### config.mk
export PLATFORM = sky130hd
export DESIGN_NAME = ebu_external_bus_unit
export DESIGN_NICKNAME = d
export VERILOG_FILES = /design/src/ebu_pkg.sv /design/src/ebu_external_bus_unit.sv
export VERILOG_INCLUDE_DIRS = /design/src
export SDC_FILE = /design/constraint.sdc
export NUM_CORES = 1
export LEC_CHECK = 0
export BUFFER_PORTS_ARGS = -buffer_cell sky130_fd_sc_hd__clkbuf_2
export CORE_ASPECT_RATIO = 0.75
export CORE_MARGIN = 2
export CORE_UTILIZATION = 40
export CTS_BUF_LIST = sky130_fd_sc_hd__clkbuf_16
export CTS_CLUSTER_DIAMETER = 100
export DETAILED_ROUTE_END_ITERATION = 16
export PLACE_DENSITY = 0.68
export SYNTH_ARGS = -nofsm -noshare
export SYNTH_HDL_FRONTEND = slang
export SYNTH_SLANG_ARGS = --single-unit
### constraint.sdc
create_clock -name clk_sys_in -period 3.03 [get_ports clk_sys_in]
set_input_delay 0.606 -clock clk_sys_in [delete_from_list [all_inputs] [get_ports clk_sys_in]]
set_output_delay 0.606 -clock clk_sys_in [all_outputs]
set_load 0.02 [all_outputs]
### src/ebu_cfg.svh
`ifndef EBU_CFG_SVH
`define EBU_CFG_SVH
// Bus configuration word layout
`define EBU_CFG_W      11
`define EBU_F_WAIT_LO  0
`define EBU_F_WAIT_HI  3
`define EBU_F_TRIST    4
`define EBU_F_ALE_EXT  5
`define EBU_F_RW_DLY   6
`define EBU_F_RDY_EN   7
`define EBU_F_MUX      8
`define EBU_F_BUS16    9
`define EBU_F_WIN_EN   10
// Window address select layout: base is A23..A12, size code is log2 of 4 KB units
`define EBU_SEL_SIZE_HI 3
`define EBU_SEL_BASE_LO 4
`define EBU_SEL_BASE_HI 15
`define EBU_WIN_LSB     12
// Address space codes
`define EBU_SPACE_64K  2'h0
`define EBU_SPACE_256K 2'h1
`define EBU_SPACE_1M   2'h2
`define EBU_SPACE_16M  2'h3
// Segment line masks per address space
`define EBU_SEG_64K    8'h00
`define EBU_SEG_256K   8'h03
`define EBU_SEG_1M     8'h0f
`define EBU_SEG_16M    8'hff
// Chip select index of the default region
`define EBU_CS_DEFAULT 0
`endif

### src/ebu_pkg.sv
`include "ebu_cfg.svh"
package ebu_pkg;
	typedef enum {ST_IDLE, ST_ALE, ST_RWD, ST_WAIT, ST_TRIST, ST_END, ST_HOLD} ebu_state_t;

	typedef struct packed {
		ebu_state_t            st;
		logic [3:0]            cnt;
		logic [23:0]           addr;
		logic [15:0]           dout;
		logic [15:0]           rdata;
		logic                  write;
		logic [`EBU_CFG_W-1:0] cfg;
		logic [4:0]            cs;
		logic                  ale;
		logic                  rd_n;
		logic                  wr_n;
		logic [1:0]            dat_oe_n;
		logic                  done;
		logic                  err;
		logic                  ack_n;
		logic                  want_n;
		logic [2:0]            rdy_s;
		logic [2:0]            hold_s;
		logic [2:0]            ack_s;
		logic                  rdy_n;
		logic                  hold_n;
		logic                  grant_n;
	} ebu_regs_t;
endpackage : ebu_pkg

### src/ebu_external_bus_unit.sv
`timescale 1ns/10ps
// How it works
// - Single-chip or four external data/addressing modes
// - Demux: address port, data port, low byte
// - Multiplexed: address then data on data port
// - Cycle, tristate, strobe length, rw delay programmable
// - Four windows, each select plus config
// - Window four over three, two over one
// - Unmatched addresses use default bus config
// - Five chip selects: four windows plus default
// - Unlatched mode decodes selects straight from address
// - Ready input stretches access until device ready
// - Arbitration enable hands arbitration pins to unit
// - After reset master, hold acknowledge driven
// - Slave direction bit makes acknowledge an input
// - Space 1M/256K/64K drives 4/2/0 segment lines
// - Full space drives all eight segment lines
`include "ebu_cfg.svh"
module ebu_external_bus_unit (
	// Clock and reset
	input  wire logic                           clk_sys_in,
	input  wire logic                           sys_rst_in,
	// CPU access port
	input  wire logic                           req_in,
	input  wire logic [23:0]                    addr_in,
	input  wire logic [15:0]                    wdata_in,
	input  wire logic                           write_in,
	output logic      [15:0]                    rdata_out,
	output logic                                done_out,
	output logic                                err_out,
	// Configuration
	input  wire logic                           single_chip_in,
	input  wire logic [1:0]                     addr_space_in,
	input  wire logic [`EBU_CFG_W-1:0]          default_bus_config_in,
	input  wire logic [3:0][`EBU_CFG_W-1:0]     window_bus_config_in,
	input  wire logic [3:0][15:0]               window_address_select_in,
	input  wire logic                           unlatched_select_cfg_in,
	input  wire logic                           arbitration_enable_in,
	input  wire logic                           slave_mode_direction_bit_in,
	// Status
	output ebu_pkg::ebu_state_t                 state_out,
	// External bus pins
	output logic      [15:0]                    address_port_out,
	output logic      [7:0]                     upper_segment_lines_out,
	output logic                                bus_oe_n_out,
	input  wire logic [15:0]                    data_port_in,
	output logic      [15:0]                    data_port_out,
	output logic      [1:0]                     data_port_oe_n_out,
	output logic                                ale_out,
	output logic                                rd_n_out,
	output logic                                wr_n_out,
	output logic      [4:0]                     cs_n_out,
	input  wire logic                           ready_n_in,
	// Arbitration pins
	input  wire logic                           hold_n_in,
	input  wire logic                           hold_acknowledge_n_in,
	output logic                                hold_acknowledge_n_out,
	output logic                                hold_acknowledge_oe_n_out,
	output logic                                bus_request_out_n_out
);
	import ebu_pkg::*;

	ebu_regs_t s;
	ebu_regs_t next_s;
	logic      arb;
	logic      slave;
	logic      owned;

	// Window match: base compared above the window size
	function automatic logic win_hit(input logic [23:0] a, input logic [15:0] sel);
		logic [11:0] mask;
		mask = 12'hfff << sel[`EBU_SEL_SIZE_HI:0];
		return ((a[23:`EBU_WIN_LSB] ^ sel[`EBU_SEL_BASE_HI:`EBU_SEL_BASE_LO]) & mask) == 12'h000;
	endfunction : win_hit

	// One-hot select: bit 0 default, bits 4..1 windows
	function automatic logic [4:0] pick(input logic [23:0] a);
		logic [4:0] r;
		r = 5'h00;
		r[`EBU_CS_DEFAULT] = 1'b1;
		for (int w = 0; w < 4; w++) begin
			if (window_bus_config_in[w][`EBU_F_WIN_EN] && win_hit(a, window_address_select_in[w])) begin
				r = 5'h00;
				r[w+1] = 1'b1;
			end
		end
		return r;
	endfunction : pick

	function automatic logic [`EBU_CFG_W-1:0] cfg_of(input logic [4:0] cs);
		logic [`EBU_CFG_W-1:0] c;
		c = default_bus_config_in;
		for (int w = 0; w < 4; w++) begin
			if (cs[w+1]) begin
				c = window_bus_config_in[w];
			end
		end
		return c;
	endfunction : cfg_of

	assign arb   = arbitration_enable_in;
	assign slave = arb && slave_mode_direction_bit_in;
	assign owned = !single_chip_in && s.st != ST_HOLD && !(slave && s.grant_n && s.st == ST_IDLE);

	////////////////////////////////////////////////////////////////////////
	always_comb begin
		next_s = s;
		next_s.done = 1'b0;
		next_s.err = 1'b0;
		// Three-stage synchronisers, change taken when stages two and three agree
		next_s.rdy_s  = {s.rdy_s[1:0], ready_n_in};
		next_s.hold_s = {s.hold_s[1:0], hold_n_in};
		next_s.ack_s  = {s.ack_s[1:0], hold_acknowledge_n_in};
		if (s.rdy_s[1] == s.rdy_s[2]) begin
			next_s.rdy_n = s.rdy_s[2];
		end
		if (s.hold_s[1] == s.hold_s[2]) begin
			next_s.hold_n = s.hold_s[2];
		end
		if (s.ack_s[1] == s.ack_s[2]) begin
			next_s.grant_n = s.ack_s[2];
		end
		unique case (s.st)
			ST_IDLE: begin
				next_s.cs = 5'h00;
				if (arb && !slave && !s.hold_n) begin
					// Only entered between accesses, so a running access always completes
					next_s.st = ST_HOLD;
					next_s.ack_n = 1'b0;
					next_s.want_n = !req_in;
				end else if (req_in && !s.done && !s.err) begin
					if (single_chip_in) begin
						next_s.err = 1'b1;
						next_s.done = 1'b1;
					end else if (slave && s.grant_n) begin
						next_s.want_n = 1'b0;
					end else begin
						next_s.addr = addr_in;
						next_s.write = write_in;
						next_s.cs = pick(addr_in);
						next_s.cfg = cfg_of(next_s.cs);
						next_s.ale = 1'b1;
						next_s.cnt = {3'h0, next_s.cfg[`EBU_F_ALE_EXT]};
						if (next_s.cfg[`EBU_F_MUX]) begin
							next_s.dout = addr_in[15:0];
							next_s.dat_oe_n = 2'b00;
						end else begin
							next_s.dout = wdata_in;
							next_s.dat_oe_n = write_in ? {!next_s.cfg[`EBU_F_BUS16], 1'b0} : 2'b11;
						end
						next_s.st = ST_ALE;
					end
				end
			end
			ST_ALE: begin
				if (s.cnt != 4'h0) begin
					next_s.cnt = s.cnt - 4'h1;
				end else begin
					next_s.ale = 1'b0;
					next_s.dout = s.write ? wdata_in : 16'h0000;
					next_s.dat_oe_n = s.write ? {!s.cfg[`EBU_F_BUS16], 1'b0} : 2'b11;
					next_s.cnt = {3'h0, s.cfg[`EBU_F_RW_DLY]};
					next_s.st = ST_RWD;
				end
			end
			ST_RWD: begin
				if (s.cnt != 4'h0) begin
					next_s.cnt = s.cnt - 4'h1;
				end else begin
					next_s.rd_n = s.write;
					next_s.wr_n = !s.write;
					next_s.cnt = s.cfg[`EBU_F_WAIT_HI:`EBU_F_WAIT_LO];
					next_s.st = ST_WAIT;
				end
			end
			ST_WAIT: begin
				if (s.cnt != 4'h0) begin
					next_s.cnt = s.cnt - 4'h1;
				end else if (!(s.cfg[`EBU_F_RDY_EN] && s.rdy_n)) begin
					next_s.rdata = s.cfg[`EBU_F_BUS16] ? data_port_in : {8'h00, data_port_in[7:0]};
					next_s.rd_n = 1'b1;
					next_s.wr_n = 1'b1;
					next_s.done = 1'b1;
					next_s.st = (!s.write && s.cfg[`EBU_F_TRIST]) ? ST_TRIST : ST_END;
				end
			end
			ST_TRIST: begin
				next_s.st = ST_END;
			end
			ST_END: begin
				next_s.cs = 5'h00;
				next_s.dat_oe_n = 2'b11;
				next_s.want_n = 1'b1;
				next_s.st = ST_IDLE;
			end
			ST_HOLD: begin
				next_s.want_n = !req_in;
				if (s.hold_n) begin
					next_s.ack_n = 1'b1;
					next_s.want_n = 1'b1;
					next_s.st = ST_IDLE;
				end
			end
		endcase
		if (sys_rst_in) begin
			next_s = '0;
			next_s.st = ST_IDLE;
			next_s.rd_n = 1'b1;
			next_s.wr_n = 1'b1;
			next_s.dat_oe_n = 2'b11;
			next_s.ack_n = 1'b1;
			next_s.want_n = 1'b1;
			next_s.rdy_s = 3'h7;
			next_s.hold_s = 3'h7;
			next_s.ack_s = 3'h7;
			next_s.rdy_n = 1'b1;
			next_s.hold_n = 1'b1;
			next_s.grant_n = 1'b1;
		end
	end

	always_ff @(posedge clk_sys_in) begin
		s <= next_s;
	end

	////////////////////////////////////////////////////////////////////////
	logic [7:0] seg_mask;
	always_comb begin
		unique case (addr_space_in)
			`EBU_SPACE_64K:  seg_mask = `EBU_SEG_64K;
			`EBU_SPACE_256K: seg_mask = `EBU_SEG_256K;
			`EBU_SPACE_1M:   seg_mask = `EBU_SEG_1M;
			`EBU_SPACE_16M:  seg_mask = `EBU_SEG_16M;
		endcase
	end

	assign rdata_out                 = s.rdata;
	assign done_out                  = s.done;
	assign err_out                   = s.err;
	assign state_out                 = s.st;
	assign address_port_out          = s.cfg[`EBU_F_MUX] ? 16'h0000 : s.addr[15:0];
	assign upper_segment_lines_out   = s.addr[23:16] & seg_mask;
	assign bus_oe_n_out              = !owned;
	assign data_port_out             = s.dout;
	assign data_port_oe_n_out        = owned ? s.dat_oe_n : 2'b11;
	assign ale_out                   = s.ale;
	assign rd_n_out                  = s.rd_n;
	assign wr_n_out                  = s.wr_n;
	// Unlatched selects follow the address while the bus is owned, glitches included
	assign cs_n_out                  = ~((unlatched_select_cfg_in && owned) ? pick(s.addr) : s.cs);
	assign hold_acknowledge_n_out    = s.ack_n;
	assign hold_acknowledge_oe_n_out = slave;
	assign bus_request_out_n_out     = arb ? s.want_n : 1'b1;
endmodule : ebu_external_bus_unit

==> metrics.log, run 1 <==
[metrics] number of global-route vias before repair: around 7,000
[metrics] average size of a mapped cell: 7.575 um^2
[metrics] starting utilization of the core area: 0.4135
[metrics] largest vdd supply drop: ~0.25 mV
[metrics] GR Util All Layers: 0.2508
[metrics] data arrival time of the worst path: around 2.4 ns
[metrics] commonest cells after routing, fill and taps aside: clkbuf_2 (258), nand2_1 (120), dfxtp_1 (94), buf_4 (91), a21oi_1 (90)
[metrics] count of unique library cells instantiated by Yosys: 71
[metrics] maximum clock frequency: approximately 340 MHz
[metrics] layout cells sized above 1: 0.3513
[metrics] Synth async-reset ratio: 0
[metrics] number of hold-slack violations in the final timing report: 0
[metrics] initial antenna violation count: 1
[metrics] total grt overflow: 0
[metrics] global-route wire length before repair: between 30,000 and 40,000 um
[metrics] Reg2Reg Capture Point: s[21]
[metrics] RSZ-0062 raised after global routing: true
[metrics] Final Hold Slack: a little over 0.4 ns
[metrics] number of inserted diodes: 0
[metrics] post-synthesis instance area: 7022 um^2
[metrics] Post-synth EDFFs: 0
[metrics] slowest CP cell: a222oi_1
[metrics] Detailed Route Iter0 Violations: 540
[metrics] total via count after detailed routing: around 7,300
[metrics] sequential cell area fraction in the yosys report: 0.2823
[metrics] highest net fanout along the worst path: 4
[metrics] maximum number of buffers from clock root to sink: 2
[metrics] count of input and output buffers: between 200 and 300
[metrics] Via-to-Cell Ratio: a little over 5
[metrics] CTS root buffer: clkbuf_16
[metrics] number of levels the H-tree was split into: 3
[metrics] Die Span X: roughly 160 um
[metrics] Detail Route Antenna Nets: 0
[metrics] kind of end point of the critical path: output port
[metrics] count of mapped cells out of synthesis: between 900 and 1,000
[metrics] number of clock sinks: 99
[metrics] origin of the worst setup path: window_address_select_in[40]
[metrics] Total Die Area: approximately 19,000 um^2
[metrics] Setup crit end: cs_n_out[0]
[metrics] Routed Wire Length: 24,030 um
[metrics] final worst clock skew: 0.01138 ns
[metrics] clock edge transition at the registers on the reported setup and hold paths: 0.08 ns
[metrics] run status: completed
[metrics] latest clock arrival within the worst-skew pair: about 0.35 ns
[metrics] transition time at the pin with the least slew margin: 0.7229 ns
[metrics] detailed-routing iteration count for the pre-antenna-repair pass: 5
[metrics] leakage power figure: approximately 4.2 nW
[metrics] WS Path Type: input pin to output port
[metrics] dpl hpwl: approximately 19,000 um
[metrics] hold-fix buffers at CTS: 0
[metrics] y dimension of the die: 118.7 um
[metrics] setup slack, reg-to-reg: between 0.7 and 0.8 ns
[metrics] Most common cell on crit path: buf_4
[metrics] weighted congestion at the end of routability-driven global placement: between 0.9 and 1
[metrics] count of max-cap constraint violations: 0
[metrics] areal power density over the cells: around 420 nW/um^2
[metrics] worst r2r src: state_out[2]
[metrics] Filler Cell Count: between 1,500 and 2,000
[metrics] multi-input logic area: between 4000 and 5000 um^2
[metrics] flip-flop and latch area: just under 2000 um^2
[metrics] residual DRC count: 0
[metrics] clock buffers created by TritonCTS: 9
[metrics] largest incremental delay on the critical path: between 0.3 and 0.4 ns
[metrics] commonest non-fill, non-tap cell in the layout: clkbuf_2
[metrics] Worst R2R Path Depth: 7
[metrics] pin count of the biggest net entering global routing: 45
[metrics] Total Power Consumption: about 3.9 mW
[metrics] dominant synthesized flop cell: dfxtp_1
[metrics] number of placement rows: 41
[metrics] synthesis-to-finish area growth: 29.22%
[metrics] chain of cells forming the critical path: clkbuf_2, buf_4, xnor2_1, nand2_1, nand2_1, a21o_1, a222oi_1, nor3_1, buf_4, nor4_4, a21oi_1, buf_4
[metrics] boundary pin count: a little under 300
[metrics] worst-case headroom to the max-slew limit: 0.5169
[metrics] required time of the worst setup path: 2.42 ns
[metrics] number of nets in the final layout: roughly 1,400
[metrics] synthesis-stage register bit count: 99
[metrics] count of pins over their slew limit: 0
[metrics] wire per inst: around 17 um
[metrics] TritonCTS clock tree: done
[metrics] total number of yosys warnings: 0
[metrics] minimum clock period: 2.966 ns
[metrics] CP Launch Type: input pin
[metrics] fin crit share: 0.9788
[metrics] placeable core region: approximately 17,000 um^2
[metrics] class of the worst hold path: register to register
[metrics] count of final setup violators: 0
-- worst min-delay path by stage --
stage	slack, ns	end	startpoint	depth (start not counted)
floorplan	0.39	s[10]	s[9]	1
global route	0.42	s[9]	ready_n_in	2
global placement	0.39	s[10]	s[9]	1
detailed placement	0.39	s[7]	s[6]	1
CTS	0.41	s[7]	s[6]	1
finish	0.41	s[7]	s[6]	1
-- critical path: cells and delay by family --
kind            cells  cell delay (ns)
compound gates      3             0.54
xor+xnor            1             0.13
buf+inv             4             0.56
simple gates        4             0.51
-- cells in the mapped netlist (all sizes together), types with 6 or more instances --
library cell  count  share of area
a211oi            6         0.0082
a21oi            91          0.065
a221o            20          0.029
a221oi            6         0.0075
a22oi            13          0.014
a31oi             6         0.0053
and2             23          0.020
and3              8         0.0071
buf              76          0.081
clkbuf           63          0.034
dfxtp            99           0.28
inv              15         0.0080
mux2              6         0.0096
mux2i            11          0.016
nand2           122          0.065
nand2b            7         0.0062
nand3            21          0.015
nor2             66          0.036
nor2b            19          0.017
nor3             21          0.016
o21a              6         0.0064
o21ai            42          0.030
or2              11         0.0098
or3               6         0.0053
xnor2            41          0.051
xor2             56          0.070
-- cell type report --
type,count,area share
inverters,15,0.006205
flip-flops and latches,99,0.2191
clock inverters,7,0.008825
clock buffers,9,0.02482
repair buffers,355,0.2292
multi-input cells,702,0.4793
well taps,236,0.03254
-- registers in the layout, summed over array words and instances (netlist names) --
| register | flops |
|---|---|
| s | 58 |
| data_port_out | 16 |
| rdata_out | 16 |
| state_out | 3 |
| ale_out | 1 |
| done_out | 1 |
| err_out | 1 |
| hold_acknowledge_n_out | 1 |
| rd_n_out | 1 |
| wr_n_out | 1 |
-- layer usage --
metal	global-route usage	vias to the layer above	share of wire
met5	0	-	0.00054
met4	0.06995	2	0.019
met3	0.06197	31	0.094
met2	0.3868	349	0.43
met1	0.3462	3335	0.46
li1	-	3617	-
-- logic make-up after synthesis --
kind of cell / Yosys count / share of synthesized area
other: 1 / 0.0005341
DFF: 99 / 0.2823
adders and majority gates: 2 / 0.003563
muxes: 17 / 0.02530
AOI/OAI and AO/OA: 242 / 0.2313
xor gates and xnor gates: 97 / 0.1210
and+or+nand+nor: 315 / 0.2131
buffers and inverters: 154 / 0.1229
-- power breakdown --
group          switching [mW]  internal (mW)
clock                   0.595          0.590
sequential             0.0728           1.38
combinational           0.701          0.518
total                    1.37           2.49
-- what timing repair did --
action | in CTS | in global routing
buffers inserted | 1 | 1
hold endpoints to repair | 0 | 0
pin swaps | 2 | 6
gates resized for setup | 9 | 14
endpoints found under the setup margin | 20 | 5
-- per-stage QoR --
step | instance area (um^2) | setup WS, ns | util | cells | setup TNS (ns)
final | 9074 | 0.06428 | 0.5344 | 1423 | 0
after CTS | 9014 | -0.006195 | 0.5308 | 1422 | -0.006195
after global placement | 8663 | -0.4059 | 0.5102 | 1405 | -7.278
after global routing | 9074 | -0.01473 | 0.5344 | 1423 | -0.01524
after floorplan | 7131 | -0.1228 | - | 955 | -1.228
after detailed placement | 8663 | -0.4405 | 0.5102 | 1405 | -7.987
Note: power is estimated with default switching activity, not from simulation.
==> run 2, diff against run 1 <==
--- a/config.mk
+++ b/config.mk
@@ -14,6 +14,7 @@
 export CTS_CLUSTER_DIAMETER = 100
 export DETAILED_ROUTE_END_ITERATION = 16
 export PLACE_DENSITY = 0.68
+export RECOVER_POWER = 100
 export SYNTH_ARGS = -nofsm -noshare
 export SYNTH_HDL_FRONTEND = slang
 export SYNTH_SLANG_ARGS = --single-unit
==> run 2 against run 1 <==
The run now ends with capacitance limit, slew limit left. First-iteration DRC count grew 0.56%. Flip-flop and latch count is the same. Fmax shrank 1.7%. Sequential power is essentially flat. Largest cell class unchanged.
==> metrics.log, run 2 (synthesis gave the netlist of run 1 again) <==
[metrics] transition time at the pin with the least slew margin: 1.743 ns (+1.021 ns)
[metrics] number of hold-slack violations in the final timing report: 0 (unchanged)
[metrics] flip-flop count of the largest register, all copies and words added: 58 (unchanged)
[metrics] placeable core region: 16,980 um^2 (unchanged)
[metrics] minimum clock period: 3.015 ns (+0.04978 ns)
[metrics] leakage power figure: 3.927 nW (-6.0%)
[metrics] violations in the final reports: capacitance limit, slew limit
[metrics] run status: finished, violations left
[metrics] layout cells sized above 1: 0.2881 (-0.06318)
[metrics] Reg2Reg Capture Point: s[93]
[metrics] clock buffers created by TritonCTS: 9 (unchanged)
[metrics] count of max-cap constraint violations: 1 (+1)
[metrics] post-layout instance count excluding filler cells: 1,423 (unchanged)
[metrics] dpl hpwl: 19,060 um (unchanged)
[metrics] pin count of the biggest net entering global routing: 45 (unchanged)
[metrics] TritonCTS clock tree: done
[metrics] Worst R2R Path Depth: 7 (unchanged)
[metrics] Die Span X: 157.0 um (unchanged)
[metrics] chain of cells forming the critical path: xor2_1, or3_1, o31ai_2, nand2_1, nand2_4, nor3_2, a22oi_1, buf_4
[metrics] RSZ-0062 raised after global routing: true
[metrics] Filler Cell Count: 1,690 (+2.3%)
[metrics] worst-case headroom to the max-slew limit: -0.1623 (-0.6792)
[metrics] worst r2r src: state_out[2]
[metrics] commonest non-fill, non-tap cell in the layout: clkbuf_2
[metrics] cell class contributing the biggest share of worst-path delay: simple AND/OR/NAND/NOR gates
[metrics] worst hold start: s[3]
[metrics] required time of the worst setup path: 2.42 ns (about the same)
[metrics] Reg with most FFs: s
[metrics] count of input and output buffers: 261 (unchanged)
[metrics] GR Util All Layers: 0.2508 (unchanged)
[metrics] clock edge transition at the registers on the reported setup and hold paths: 0.08 ns (about the same)
[metrics] Detail Route Antenna Nets: 0 (unchanged)
[metrics] largest incremental delay on the critical path: 0.44 ns (+0.12 ns)
[metrics] slowest CP cell: or3_1
[metrics] number of levels the H-tree was split into: 3 (unchanged)
[metrics] latest clock arrival within the worst-skew pair: 0.36 ns (about the same)
[metrics] CP Launch Type: register
[metrics] number of clock sinks: 99 (unchanged)
[metrics] boundary pin count: 292 (unchanged)
[metrics] synthesis-to-finish area growth: 27.48%
[metrics] class of the worst hold path: register to register
[metrics] hold depth: 1 (unchanged)
[metrics] CTS root buffer: clkbuf_16
[metrics] kind of end point of the critical path: output port
[metrics] Via-to-Cell Ratio: 5.135 (-0.37%)
[metrics] residual DRC count: 0 (unchanged)
[metrics] data arrival time of the worst path: 2.41 ns (+0.05 ns)
[metrics] number of inserted diodes: 0 (unchanged)
[metrics] Detailed Route Iter0 Violations: 543 (+0.56%)
[metrics] number of global-route vias before repair: 6,964 (unchanged)
[metrics] initial antenna violation count: 1 (unchanged)
[metrics] maximum number of buffers from clock root to sink: 2 (unchanged)
[metrics] final worst clock skew: 0.01303 ns (+0.001643 ns)
[metrics] number of nets in the final layout: 1,372 (unchanged)
[metrics] Routed Wire Length: 24,020 um (about the same)
[metrics] WS Path Type: register to output port
[metrics] Total Die Area: 18,640 um^2 (unchanged)
[metrics] worst hold path endpoint: s[4]
[metrics] total grt overflow: 0 (unchanged)
[metrics] starting utilization of the core area: 0.4135 (unchanged)
[metrics] setup slack, reg-to-reg: 0.32 ns (-0.41 ns)
[metrics] y dimension of the die: 118.7 um (unchanged)
[metrics] total buffers and inverters traversed by the critical path: 1 (-3)
[metrics] number of placement rows: 41 (unchanged)
[metrics] wire per inst: 16.88 um (about the same)
[metrics] post-layout util: 0.5272 (-0.007222)
[metrics] largest vdd supply drop: 0.2493 mV (-0.21%)
[metrics] areal power density over the cells: 428.4 nW/um^2 (+0.83%)
[metrics] # placed instances: 1,405 (unchanged)
[metrics] global-route wire length before repair: 36,520 um (unchanged)
[metrics] hold-fix buffers at CTS: 0 (unchanged)
[metrics] maximum clock frequency: 331.6 MHz (-1.7%)
[metrics] total via count after detailed routing: 7,307 (-0.37%)
[metrics] count of final setup violators: 0 (unchanged)
[metrics] count of pins over their slew limit: 42 (+42)
[metrics] highest net fanout along the worst path: 6 (+2)
[metrics] detailed-routing iteration count for the pre-antenna-repair pass: 5 (unchanged)
[metrics] commonest cells after routing, fill and taps aside: clkbuf_2 (196), nand2_1 (121), dfxtp_1 (94), a21oi_1 (90), buf_4 (80)
[metrics] fin crit share: 0.9952 (+0.01643)
[metrics] weighted congestion at the end of routability-driven global placement: 0.9703 (unchanged)
[run 2: cell types whose count changed in the layout (fill, tap and decap cells not counted), moves of 3 or more]
| cell | delta |
|---|---|
| and2_1 | -3 |
| buf_4 | -11 |
| clkbuf_2 | -62 |
| and2_0 | +3 |
| clkbuf_1 | +72 |
[run 2: worst reg2reg max path, delay by kind of cell, from the launching register on]
family / cells / cell delay (ns)
compound gates: 1 / 0.13
buf+inv: 3 / 1.07
flops: 1 / 0.38
simple gates: 3 / 1.04
[run 2: how the worst max path moves through the flow]
stage / startpoint / to / cells past startpoint
after global placement: addr_in[12] / data_port_out[10] / 10
after floorplan: addr_in[16] / data_port_out[0] / 13
final: s[90] / cs_n_out[1] / 8
after global routing: window_address_select_in[40] / cs_n_out[0] / 12
after detailed placement: addr_in[12] / data_port_out[13] / 10
after CTS: s[90] / cs_n_out[1] / 8
[run 2: cell type report]
class / instances / area, um^2 / area share
tap: 236 / 295.3 / 0.03299
clock buffer: 9 / 225.2 / 0.02516
inverter: 15 / 56.30 / 0.006290
clock inverter: 7 / 80.08 / 0.008946
timing repair buffer: 355 / 1964 / 0.2195
sequential: 99 / 1988 / 0.2221
multi-input combinational: 702 / 4342 / 0.4850
[run 2: timing repair]
action | 4_1_cts | 5_1_grt
gates resized for setup | 9 | 14
setup endpoints to repair | 20 | 5
setup buffers | 1 | 1
gates cloned | 0 | 0
pin swaps | 2 | 6
[run 2: layer usage]
| metal | global-route usage | wire length [um] | vias up |
|---|---|---|---|
| met1 | 0.3462 | 10900 | 3319 |
| met5 | 0 | 13 | - |
| met4 | 0.06995 | 470 | 2 |
| li1 | - | - | 3620 |
| met3 | 0.06197 | 2318 | 31 |
| met2 | 0.3868 | 10310 | 335 |
[run 2: power by group]
part,leakage (nW),switching [mW],total [mW],internal (mW)
Combinational,2.97,0.700,1.20,0.500
Sequential,0.808,0.0720,1.45,1.38
Clock,0.146,0.594,1.18,0.590
[run 2: metrics by stage]
stage          cell area (um^2)  worst slack, ns  total power [mW]  setup TNS [ns]  hold WS, ns
4_1_cts                    9014        -0.006195             3.863       -0.006195       0.4144
3_3_place_gp               8663          -0.4059             2.654          -7.278       0.3910
3_5_place_dp               8663          -0.4405             2.664          -7.987       0.3948
6_report                   8951          0.01451             3.835               0       0.4135
5_1_grt                    8951         -0.01473             4.032        -0.05819       0.4206
2_1_floorplan              7131          -0.1228             2.241          -1.228       0.3895
==> run 3, diff against run 2 <==
--- a/config.mk
+++ b/config.mk
@@ -14,7 +14,7 @@
 export CTS_CLUSTER_DIAMETER = 100
 export DETAILED_ROUTE_END_ITERATION = 16
 export PLACE_DENSITY = 0.68
-export RECOVER_POWER = 100
+export RECOVER_POWER = 25
 export SYNTH_ARGS = -nofsm -noshare
 export SYNTH_HDL_FRONTEND = slang
 export SYNTH_SLANG_ARGS = --single-unit
==> run 3 against run 2 <==
Highest routed layer unchanged. Final area increased by 0.89%. First-iteration DRC count fell by 4.6%. Hold slack about the same. Flip-flop and latch count unchanged. Sequential share of layout area fell by 0.20 points. The flow still finishes with violations (capacitance limit, slew limit). Critical path depth grew 4. Sequential power hardly changed. Fmax rose by 1.7%. Total power grew 0.40%. Die area unchanged. Non-clock buffer count stayed put. Combinational power about the same.
==> metrics.log, run 3 (synthesis gave the netlist of run 1 again) <==
[metrics] run status: finished, violations left
[metrics] violations in the final reports: capacitance limit, slew limit
[metrics] post-place setup slack: -0.4405 ns (unchanged)
[metrics] pin count of the biggest net entering global routing: 45 (unchanged)
[metrics] initial antenna violation count: 1 (unchanged)
[metrics] Detail Route Antenna Nets: 0 (unchanged)
[metrics] count of input and output buffers: 261 (unchanged)
[metrics] count of final setup violators: 0 (unchanged)
[metrics] Worst R2R Path Depth: 7 (unchanged)
[metrics] number of hold-slack violations in the final timing report: 0 (unchanged)
[metrics] largest incremental delay on the critical path: 0.32 ns (-0.12 ns)
[metrics] synthesis-to-finish area growth: 28.62%
[metrics] maximum clock frequency: 337.2 MHz (+1.7%)
[metrics] commonest cells after routing, fill and taps aside: clkbuf_2 (228), nand2_1 (120), dfxtp_1 (94), a21oi_1 (90), buf_4 (90)
[metrics] Setup crit end: cs_n_out[0]
[metrics] Detailed Route Iter0 Violations: 518 (-4.6%)
[metrics] Die Span X: 157.0 um (unchanged)
[metrics] highest net fanout along the worst path: 4 (-2)
[metrics] slowest CP cell: a222oi_1
[metrics] number of inserted diodes: 0 (unchanged)
[metrics] TritonCTS clock tree: done
[metrics] required time of the worst setup path: 2.42 ns (about the same)
[metrics] placed inst area: 8663 um^2 (unchanged)
[metrics] number of cells on the critical path: 12 (+4)
[metrics] setup slack, reg-to-reg: 0.68 ns (+0.36 ns)
[metrics] weighted congestion at the end of routability-driven global placement: 0.9703 (unchanged)
[metrics] Most common cell on crit path: buf_4
[metrics] area of all placed cells without fillers: 9031 um^2 (+0.89%)
[metrics] Total Die Area: 18,640 um^2 (unchanged)
[metrics] number of levels the H-tree was split into: 3 (unchanged)
[metrics] leakage power figure: 4.069 nW (+3.6%)
[metrics] hold-fix buffers at CTS: 0 (unchanged)
[metrics] final worst clock skew: 0.01153 ns (-0.001496 ns)
[metrics] number of placement rows: 41 (unchanged)
[metrics] internal portion of total power: 2.483 mW (+0.56%)
[metrics] Filler Cell Count: 1,673 (-1.0%)
[metrics] cell class contributing the biggest share of worst-path delay: buffers and inverters
[metrics] areal power density over the cells: 426.3 nW/um^2 (-0.49%)
[metrics] fin crit share: 0.9788 (-0.01640)
[metrics] switching power: 1.368 mW (+0.11%)
[metrics] proportion of total power due to net switching: 0.3552 (-0.001017)
[metrics] worst r2r src: state_out[2]
[metrics] WS Path Type: input pin to output port
[metrics] detailed-routing iteration count for the pre-antenna-repair pass: 5 (unchanged)
[metrics] placeable core region: 16,980 um^2 (unchanged)
[metrics] y dimension of the die: 118.7 um (unchanged)
[metrics] class of the worst hold path: register to register
[metrics] post-layout util: 0.5319 (+0.004716)
[metrics] dpl hpwl: 19,060 um (unchanged)
[metrics] count of pins over their slew limit: 42 (unchanged)
[metrics] CP Launch Type: input pin
[metrics] clock buffers created by TritonCTS: 9 (unchanged)
[metrics] post-layout instance count excluding filler cells: 1,423 (unchanged)
[metrics] boundary pin count: 292 (unchanged)
[metrics] origin of the worst setup path: window_address_select_in[40]
[metrics] RSZ-0062 raised after global routing: true
[metrics] setup TNS: 0 ns (unchanged)
[metrics] # placed instances: 1,405 (unchanged)
[metrics] clock network fraction of total power: 0.307 (-0.002)
[metrics] minimum clock period: 2.966 ns (-0.04968 ns)
[metrics] maximum number of buffers from clock root to sink: 2 (unchanged)
[metrics] number of global-route vias before repair: 6,964 (unchanged)
[metrics] number of clock sinks: 99 (unchanged)
[metrics] GR Util All Layers: 0.2508 (unchanged)
[metrics] number of nets in the final layout: 1,372 (unchanged)
[metrics] global-route wire length before repair: 36,520 um (unchanged)
[metrics] Via-to-Cell Ratio: 5.115 (-0.40%)
[metrics] clock edge transition at the registers on the reported setup and hold paths: 0.08 ns (about the same)
[metrics] CTS root buffer: clkbuf_16
[metrics] flip-flop count of the largest register, all copies and words added: 58 (unchanged)
[metrics] kind of end point of the critical path: output port
[metrics] starting utilization of the core area: 0.4135 (unchanged)
[metrics] total grt overflow: 0 (unchanged)
[metrics] count of max-cap constraint violations: 1 (unchanged)
[metrics] data arrival time of the worst path: 2.36 ns (-0.05 ns)
[metrics] residual DRC count: 0 (unchanged)
[metrics] layout cells sized above 1: 0.3243 (+0.03623)
[metrics] Total Power Consumption: 3.850 mW (+0.40%)
[metrics] worst-case headroom to the max-slew limit: -0.1520 (+0.01023)
[metrics] largest vdd supply drop: 0.2483 mV (-0.39%)
[metrics] transition time at the pin with the least slew margin: 1.728 ns (-0.01534 ns)
[metrics] Reg2Reg Capture Point: s[32]
[metrics] commonest non-fill, non-tap cell in the layout: clkbuf_2
[metrics] wire per inst: 16.85 um (-0.16%)
[metrics] latest clock arrival within the worst-skew pair: 0.36 ns (about the same)
[metrics] share of power burned in registers: 0.377 (about the same)
[metrics] Reg with most FFs: s
[metrics] Final Hold Slack: 0.4134 ns (-0.0001080 ns)
[metrics] share of total power in combinational logic: 0.316 (+0.003)
[metrics] chain of cells forming the critical path: clkbuf_2, buf_4, xnor2_1, nand2_1, nand2_1, a21o_1, a222oi_1, nor3_1, buf_4, nor4_4, a21oi_1, buf_4
[metrics] Routed Wire Length: 23,980 um (-0.16%)
[metrics] setup ws final: 0.06419 ns (+0.04968 ns)
[metrics] total buffers and inverters traversed by the critical path: 4 (+3)
[metrics] total via count after detailed routing: 7,278 (-0.40%)
[run 3: cell count changes in the layout (fill, tap and decap cells not counted), sizes merged]
| cell | before | now |
|---|---|---|
| buf | 86 | 95 |
| clkbuf | 278 | 269 |
[run 3: timing repair]
item | in CTS | in global routing
gates resized for setup | 9 | 14
setup buffers | 1 | 1
hold endpoints to repair | 0 | 0
setup endpoints to repair | 20 | 5
pin swaps | 2 | 6
[run 3: power by group through the flow]
stage / Clock, mW / Combinational, mW / Sequential, mW
floorplan: 0 / 0.798 / 1.44
global placement: 0 / 1.17 / 1.48
detailed placement: 0 / 1.19 / 1.48
CTS: 1.21 / 1.20 / 1.45
global route: 1.26 / 1.33 / 1.46
finish: 1.18 / 1.22 / 1.45
[run 3: how the worst min path moves through the flow]
stage / startpoint / end / cells after the start
final: s[6] / s[7] / 1
after global routing: ready_n_in / s[9] / 2
after CTS: s[6] / s[7] / 1
after detailed placement: s[6] / s[7] / 1
after global placement: s[9] / s[10] / 1
after floorplan: s[9] / s[10] / 1
[run 3: per-layer routing]
layer  wire [um]  global-route usage  vias up
met5          13                   0        -
met4         416             0.06995        2
met3        2209             0.06197       27
met2       10320              0.3868      324
met1       11030              0.3462     3303
li1            -                   -     3622
[run 3: cell type report]
class	count	area, um^2	share of cell area
Clock buffer	9	225.2	0.02494
Clock inverter	7	80.08	0.008867
Inverter	15	56.30	0.006234
Multi-Input combinational cell	702	4349	0.4816
Sequential cell	99	1988	0.2201
Tap cell	236	295.3	0.03270
Timing Repair Buffer	355	2037	0.2255
